### src/logic/motor_status_pkg.sv
// Package with offsets, field layouts and reset values for the status bank
package motor_status_pkg;

	// Register word and address widths
	localparam int WORD_W = 16;
	localparam int ADDR_W = 8;
	localparam int BYTE_W = 8;
	localparam int ADC_W = 10;

	// Register word offsets; the serial interface addresses whole words
	localparam logic [7:0] OFS_POSITION_SUPPLY = 8'h05;
	localparam logic [7:0] OFS_SPEED_READBACK = 8'h06;
	localparam logic [7:0] OFS_ANALOG_LEVEL = 8'h07;
	localparam logic [7:0] OFS_IDENT = 8'h08;

	// Field positions inside each 16-bit word
	localparam int HI_BYTE_LSB = 8;
	localparam int LO_BYTE_LSB = 0;
	localparam int ADC_LSB = 0;
	localparam int ADC_RSVD_LSB = 10;
	localparam int ADC_RSVD_W = 6;

	// Reset values
	localparam logic [15:0] RST_WORD = 16'h0000;
	localparam logic [7:0] RST_BYTE = 8'h00;
	localparam logic [9:0] RST_ADC = 10'h000;
	localparam logic [5:0] RSVD_ZERO = 6'h00;

	// Answer to an unmapped offset
	localparam logic [15:0] UNMAPPED_WORD = 16'h0000;

	// Identification defaults; both values are arbitrary
	localparam logic [7:0] DIE_ID_DEFAULT = 8'h5a;
	localparam logic [7:0] REV_ID_DEFAULT = 8'h03;

	// Scale figures of the reported codes, kept for reference by software
	localparam int SUPPLY_FULL_SCALE_V = 30;
	localparam int SUPPLY_CODE_SPAN = 255;
	localparam int ADC_CODE_SPAN = 1024;
	localparam logic [7:0] FULL_SPEED_CODE = 8'hff;

	// Read port state
	typedef enum logic [1:0] {
		RD_IDLE,
		RD_ANSWER
	} rd_state_t;

endpackage

### src/logic/motor_status_readback_regs.sv
// Read-only status register bank: position, supply, speed, analog, ident
`timescale 1ns/10ps

module motor_status_readback_regs #(
	parameter logic [7:0] DIE_ID = motor_status_pkg::DIE_ID_DEFAULT,
	parameter logic [7:0] REV_ID = motor_status_pkg::REV_ID_DEFAULT
) (
	input wire logic clk,
	input wire logic arst_n,
	input wire logic [7:0] initial_rotor_angle,
	input wire logic [7:0] detect_advance_angle,
	input wire logic [7:0] supply_level_code,
	input wire logic [7:0] raw_speed_command,
	input wire logic [7:0] buffered_speed_command,
	input wire logic [9:0] analog_speed_adc_code,
	input wire logic rd_en,
	input wire logic [motor_status_pkg::ADDR_W-1:0] rd_addr,
	input wire logic wr_en,
	input wire logic [motor_status_pkg::ADDR_W-1:0] wr_addr,
	input wire logic [motor_status_pkg::WORD_W-1:0] wr_data,
	output logic [motor_status_pkg::WORD_W-1:0] rd_data_r,
	output logic rd_valid_r,
	output logic rd_hit_r,
	output logic wr_dropped_r
);
	import motor_status_pkg::*;

	// Angle sum, one cycle behind its sources like every other field
	logic [7:0] angle_sum_r;
	// Sampled measurement and command sources
	logic [7:0] supply_r;
	logic [7:0] raw_cmd_r;
	logic [7:0] buf_cmd_r;
	logic [9:0] adc_r;
	// Assembled register words
	logic [15:0] word_pos;
	logic [15:0] word_speed;
	logic [15:0] word_analog;
	logic [15:0] word_ident;
	// Decoded read word and hit flag
	logic [15:0] rd_word;
	logic rd_hit;
	// Read port state
	rd_state_t rd_state_r;
	rd_state_t rd_state_nxt;
	// Unused write payload; kept only to show it has no effect
	logic wr_data_seen;

	// Detected angle plus advance, registered in a leaf adder
	rotor_angle_adder #(
		.W(BYTE_W)
	) u_angle (
		.clk(clk),
		.arst_n(arst_n),
		.estimate(initial_rotor_angle),
		.advance(detect_advance_angle),
		.sum_r(angle_sum_r)
	);

	// Sample every source each cycle; no capture command is needed
	// Sampling once here keeps a read word from mixing two source cycles
	always_ff @(posedge clk or negedge arst_n) begin
		if (!arst_n) begin
			supply_r <= RST_BYTE;
			raw_cmd_r <= RST_BYTE;
			buf_cmd_r <= RST_BYTE;
			adc_r <= RST_ADC;
		end else begin
			supply_r <= supply_level_code;
			raw_cmd_r <= raw_speed_command;
			buf_cmd_r <= buffered_speed_command;
			adc_r <= analog_speed_adc_code;
		end
	end

	// Word assembly from the sampled fields
	always_comb begin
		word_pos = {angle_sum_r, supply_r};
		word_speed = {raw_cmd_r, buf_cmd_r};
		word_analog = {RSVD_ZERO, adc_r};
		word_ident = {DIE_ID, REV_ID};
	end

	// Address decode; unmapped offsets read as zero
	always_comb begin
		rd_hit = 1'b1;
		case (rd_addr)
			OFS_POSITION_SUPPLY: begin
				rd_word = word_pos;
			end
			OFS_SPEED_READBACK: begin
				rd_word = word_speed;
			end
			OFS_ANALOG_LEVEL: begin
				rd_word = word_analog;
			end
			OFS_IDENT: begin
				rd_word = word_ident;
			end
			default: begin
				rd_word = UNMAPPED_WORD;
				rd_hit = 1'b0;
			end
		endcase
	end

	// Read port sequencing: answer one cycle after the request
	always_comb begin
		case (rd_state_r)
			RD_IDLE: begin
				rd_state_nxt = rd_en ? RD_ANSWER : RD_IDLE;
			end
			RD_ANSWER: begin
				// Back-to-back reads keep the port in the answer state
				rd_state_nxt = rd_en ? RD_ANSWER : RD_IDLE;
			end
			default: begin
				rd_state_nxt = RD_IDLE;
			end
		endcase
	end

	// State register of the read port
	always_ff @(posedge clk or negedge arst_n) begin
		if (!arst_n) begin
			rd_state_r <= RD_IDLE;
		end else begin
			rd_state_r <= rd_state_nxt;
		end
	end

	// Read answer registers; data holds until the next read
	always_ff @(posedge clk or negedge arst_n) begin
		if (!arst_n) begin
			rd_data_r <= RST_WORD;
			rd_valid_r <= 1'b0;
			rd_hit_r <= 1'b0;
		end else begin
			rd_valid_r <= rd_en;
			if (rd_en) begin
				rd_data_r <= rd_word;
				rd_hit_r <= rd_hit;
			end
		end
	end

	// Writes land nowhere; a pulse only reports that one was dropped
	always_comb begin
		wr_data_seen = |wr_data;
	end

	// Dropped write pulse, one cycle after any write request
	always_ff @(posedge clk or negedge arst_n) begin
		if (!arst_n) begin
			wr_dropped_r <= 1'b0;
		end else begin
			wr_dropped_r <= wr_en;
		end
	end
endmodule

### src/logic/rotor_angle_adder.sv
// Registered modulo-256 sum of estimated rotor angle and advance angle
`timescale 1ns/10ps
module rotor_angle_adder #(
	parameter int W = 8
) (
	input wire logic clk,
	input wire logic arst_n,
	input wire logic [W-1:0] estimate,
	input wire logic [W-1:0] advance,
	output logic [W-1:0] sum_r
);
	// Sum before the register; the carry out is dropped on purpose
	logic [W:0] sum_wide;

	// Full-width add so the truncation below is explicit
	always_comb begin
		sum_wide = {1'b0, estimate} + {1'b0, advance};
	end

	// Angle wraps around a full turn, so only the low bits are kept
	always_ff @(posedge clk or negedge arst_n) begin
		if (!arst_n) begin
			sum_r <= '0;
		end else begin
			sum_r <= sum_wide[W-1:0];
		end
	end
endmodule

### config.mk
export PLATFORM = sky130hd
export DESIGN_NAME = motor_status_readback_regs
export DESIGN_NICKNAME = d
export VERILOG_FILES = /design/src/logic/motor_status_pkg.sv /design/src/logic/motor_status_readback_regs.sv /design/src/logic/rotor_angle_adder.sv
export SDC_FILE = /design/constraint.sdc
export NUM_CORES = 1
export LEC_CHECK = 0
export BUFFER_PORTS_ARGS = -buffer_cell sky130_fd_sc_hd__buf_4
export CORE_MARGIN = 2
export CORE_UTILIZATION = 51
export CTS_CLUSTER_DIAMETER = 150
export DETAILED_ROUTE_END_ITERATION = 8
export PLACE_DENSITY_LB_ADDON = 0.05
export SYNTH_ARGS = -nofsm -noshare
export SYNTH_HDL_FRONTEND = slang
export SYNTH_SLANG_ARGS = --single-unit
### constraint.sdc
create_clock -name clk -period 1.8 [get_ports clk]
set_clock_uncertainty 0.2 [all_clocks]
set_input_delay 0.18 -clock clk [delete_from_list [all_inputs] [get_ports clk]]
set_output_delay 0.18 -clock clk [all_outputs]
set_load 0.1 [all_outputs]
### After elaboration in Yosys (flattened, before gate mapping)

Cells that the tools add are included.

| word-level totals | value |
|---|---|
| logic and storage cells | 17 |
| flip-flop bits (word level) | 61 |
| input bits | 86 |
| output and inout bits | 19 |

| cells by class | value |
|---|---|
| multiplexer cells | 2 |
| equality and inequality tests | 4 |
| reductions and logical operators | 1 |
| add/sub/neg operators | 1 |

Operators by type and width:

| kind | count |
|---|---|
| $pmux W16 S4 | 1 |
| $eq A8 B3 Y1 const B | 3 |
| $add A8 B8 Y8 | 1 |
| $eq A8 B4 Y1 const B | 1 |
| $reduce_or A4 Y1 | 1 |
| $mux W1 | 1 |

### Longest topological paths before layout

| depth | value |
|---|---|
| word-level depth | 3 |
| mapped depth | 7 |
| depth with buffers taken out | 7 |

### Modules after synthesis

From an unflattened synthesis, not the netlist that was laid out.

| unflattened totals | value |
|---|---|
| cell total of the unflattened synthesis | 194 |
| area total of the unflattened synthesis | 2479.9 um2 |

Modules (own cells, without submodules):

| module | instances | cells each | area an instance (um2) |
|---|---|---|---|
| motor_status_readback_regs | 1 | 144 | 1948.1 |
| rotor_angle_adder | 1 | 50 | 531.8 |

### Worst setup path after synthesis

No wires, ideal clock.

| timing | value |
|---|---|
| kind | input port to flip-flop |
| start | input initial_rotor_angle[0] |
| end | register u_angle.sum_r[6] |
| required time | 1531 ps |
| path slack | 129 ps |
| path buffers | 0 |
| stages on the path | 7 |
| arrival time | 1403 ps |
| setup time | 69 ps |
| path through | ha_1 -> inv_1 -> fa_1 -> nor2b_1 -> o31a_1 -> or4_1 -> nand3_1 |

| between the ends | value |
|---|---|
| cells in the longest elaborated chain, start to end | 1 |

RTL lines:

| item | line | RTL |
|---|---|---|
| from (decl) | motor_status_readback_regs.sv:10 | `input wire logic [7:0] initial_rotor_angle,` |
| $add A8 B8 Y8 | rotor_angle_adder.sv:17 | `sum_wide = {1'b0, estimate} + {1'b0, advance};` |
| net u_angle.sum_wide[6] | rotor_angle_adder.sv:13 | `logic [W:0] sum_wide;` |
| to (signal assigned) | rotor_angle_adder.sv:25 | `sum_r <= sum_wide[W-1:0];` |
| to (decl) | rotor_angle_adder.sv:10 | `output logic [W-1:0] sum_r` |

The timed path passes the listed nets, and every way through them passes these cells.
A chain may end at the register's enable or synchronous reset.

### Worst setup path after layout

| timing | value |
|---|---|
| start | input initial_rotor_angle[7] |
| end | register u_angle.sum_r[7] |

Same word-level chain as after synthesis.

==> impl_metrics.py <==
metrics = {
    "global_routing": {
        "grt_max_degree": 36,
        "grt_pass1_wl_um": 9984,
        "antenna_found_initial": 0,
        "gr-usage-all-layers": 0.2545,
        "first_global_vias": 2083,
        "grt-ovfl-total": 0,
    },
    "pwr": {
        "clockPowerShare": 0.422,
        "comb_power_share": 0.146,
        "netSwitchingPower_uw": 806.0,
        "irDropWorstVdd_v": 0.0005355,
        "swShare": 0.2368,
        "power.leakage_nw": 1.799,
        "power_frac_seq": 0.432,
        "powerDensity_nw_per_um2": 886.2,
        "p_int_mw": 2.598,
        "finalPower_mw": 3.404,
    },
    "sta": {
        "worst_slack_ns": 0.1632,
        "fin_setup_tns_ns": 0,
        "fmax_mhz": 610.9,
        "worst_slew_pin_slew_ns": 0.3950,
        "min_period_ns": 1.637,
        "setup_viol": 0,
        "fin_crit_sh": 0.9094,
        "rsz0062_at_grt": "false",
        "relSlewSlack": 0.7332,
        "finalHoldViolCount": 0,
        "slew_viol_final": 0,
    },
    "logic_synthesis": {
        "synth_flop_cell": "dfrtp_1",
        "synth_area_leader_cell": "dfrtp_1",
        "synth_top_area_frac": 0.6037,
        "yosysSeqAreaShare": 0.6037,
        "synthCells": 190,
        "synth_xor_area_frac": 0.01732,
        "yosys.area_share.simple": 0.06927,
        "synth_nets": 284,
        "synth_mux_area_frac": 0.05195,
        "synth_top_family_by_area": "compound AO/OA/AOI/OAI gates",
        "syn-mean-instance-area_um2": 13.31,
        "ys_types": 45,
        "synth_area_leaders": "dfrtp_1, mux2_4, ha_1, o22ai_1, a22oi_2",
        "synth_compound_area_frac": 0.1578,
        "synth_area_um2": 2529,
        "synth-edff-count": 0,
        "yosysMostFrequentCell": "dfrtp_1",
        "synth-async-reset-ratio": 1.000,
        "ys_seq_elements": 61,
        "ys_warn_count": 0,
        "synth_fa_ha_area_frac": 0.04255,
        "ys_top_cells_by_count": "dfrtp_1, inv_1, o22ai_1",
    },
    "critical_path": {
        "rr_endpoint": "rd_data_r[8]$_DFFE_PN0P_",
        "critPathLaunch": "initial_rotor_angle[7]",
        "r2r_slack_ns": 0.47,
        "start_kind": "primary input",
        "cp-endpoint": "u_angle.sum_r[7]$_DFF_PN0_",
        "crit_path_end_kind": "flip-flop",
        "critPathMaxFanout": 1,
        "r2r_start": "raw_cmd_r[0]$_DFF_PN0_",
        "setup.worst_path.class": "primary input to flip-flop",
        "rr_worst_depth": 3,
        "cp.arrival_ns": 1.66,
        "critPathRequiredTime_ns": 1.82,
    },
    "routing": {
        "via_per_inst": 5.064,
        "drtPass1Iterations": 4,
        "antenna_left": 0,
        "drc": 0,
        "via_count": 1985,
        "wl_um": 6274,
        "dr.first_iter.drc_count": 68,
        "avgRoutedWirePerCell_um": 16.01,
    },
    "die": {
        "chipWidth_um": 74.42,
        "start_util": 0.5318,
        "rows": 25,
        "core_um2": 4755,
        "die-area_um2": 5538,
        "chipHeight_um": 74.42,
        "io_pins": 105,
    },
    "clock_network": {
        "clkLatencyLatePin_ns": 0.35,
        "postCtsSetupRepairBufs": 0,
        "cts_root_buf": "clkbuf_8",
        "cts_buffers": 9,
        "clk_pin_slew_ns": 0.07,
        "clockBufferDepth": 2,
        "htreeDepth": 3,
        "cts_tree": "done",
        "clock_sinks": 61,
    },
    "finish": {
        "synthToLayoutAreaGrowth_pct": 51.90,
        "diodes": 0,
        "layout.cells.non_filler": 392,
        "fin_util": 0.8079,
        "drive_gt1_frac": 0.3723,
        "nets": 415,
    },
    "run_status": {
        "outcome": "completed",
    },
    "place": {
        "place.gp.congestion": 0.7645,
        "dpl.hpwl_um": 3732,
        "io_buffer_count": 80,
        "dp_slack_ns": -0.02231,
        "numPlacedInstances": 337,
    },
    "hold_path": {
        "hold_start": "detect_advance_angle[5]",
        "hold_path_class": "primary input to flip-flop",
    },
    "job": {
        "cap_violations": 0,
    },
}
[cell usage in the layout, fill, tap and decap left out, types with 2 or more instances in the layout]
master,netlist,final
bufinv_16,0,2
dfrtp_1,61,61
xnor2_1,4,4
a31o_1,3,3
a2bb2oi_1,3,3
buf_4,1,86
a22oi_2,6,6
ha_1,7,7
nor3_1,3,3
inv_1,20,20
o21ai_1,4,4
a21oi_1,10,10
nor2b_1,6,6
o21ai_0,3,3
dlygate4sd3_1,0,40
clkbuf_8,0,12
mux2_4,6,6
o21bai_1,2,2
mux2i_1,3,3
a22o_1,3,3
o22ai_1,13,13
nand3_1,5,5
[worst max-delay path, cell delays in order]
cell           delay, ns
dlygate4sd3_1       0.54
buf_4               0.13
xor2_1              0.13
dlygate4sd3_1       0.56
xnor2_1             0.12
[metal layers]
layer,vias to the layer above,track usage,share of wire
li1,934,-,-
met1,975,0.3011,0.40
met2,67,0.4513,0.54
met3,9,0.05962,0.047
met4,0,0.09524,0.016
met5,-,0,0
[power by group through the flow]
stage | registers, mW | logic, mW | clock network [mW]
floorplan | 1.52 | 0.190 | 0
global placement | 1.49 | 0.402 | 0
detailed placement | 1.49 | 0.409 | 0
CTS | 1.47 | 0.484 | 1.42
global route | 1.48 | 0.536 | 1.50
finish | 1.47 | 0.497 | 1.44
[flip-flops by register name, indices dropped and copies added (netlist names)]
name / cells
buf_cmd_r: 8
rd_data_r: 16
adc_r: 10
u_angle.sum_r: 8
wr_dropped_r: 1
supply_r: 8
rd_hit_r: 1
rd_valid_r: 1
raw_cmd_r: 8
[metrics by stage]
step	instance area, µm²	hold WS [ns]
6_report	3841	0.02274
5_1_grt	3841	0.04684
4_1_cts	3841	0.01823
3_5_place_dp	3208	-0.08597
3_3_place_gp	3208	-0.08619
2_1_floorplan	2529	-0.3156
[kinds of logic (layout without fill, tap and decap cells)]
group / Yosys count / after routing
fa+ha+maj: 8 / 8
simple gates: 24 / 24
flops: 61 / 61
mux: 10 / 10
xor+xnor: 5 / 5
buf+inv: 27 / 162
compound gates: 55 / 55
[final cells by class]
class / instances / area (µm²)
clock inverters: 3 / 67.56
inverters: 20 / 75.07
multi-input cells: 102 / 857.1
repair buffers: 127 / 1066
flip-flops and latches: 61 / 1526
clock buffers: 12 / 165.2
fillers: 300 / 913.4
well taps: 67 / 83.83
[timing repair]
action | 4_1_cts | 5_1_grt
gates resized for setup | 0 | 0
hold buffers | 40 | 0
endpoints found under the hold margin | 99 | 0
[worst min path at each step]
stage | endpoint | slack [ns] | depth (start not counted)
2_1_floorplan | adc_r[0]$_DFF_PN0_ | -0.32 | 0
3_3_place_gp | rd_valid_r$_DFF_PN0_ | -0.09 | 1
3_5_place_dp | rd_valid_r$_DFF_PN0_ | -0.09 | 1
4_1_cts | u_angle.sum_r[5]$_DFF_PN0_ | 0.02 | 3
5_1_grt | u_angle.sum_r[5]$_DFF_PN0_ | 0.05 | 3
6_report | u_angle.sum_r[5]$_DFF_PN0_ | 0.02 | 3
No activity file was read; power rests on OpenSTA's default activity.
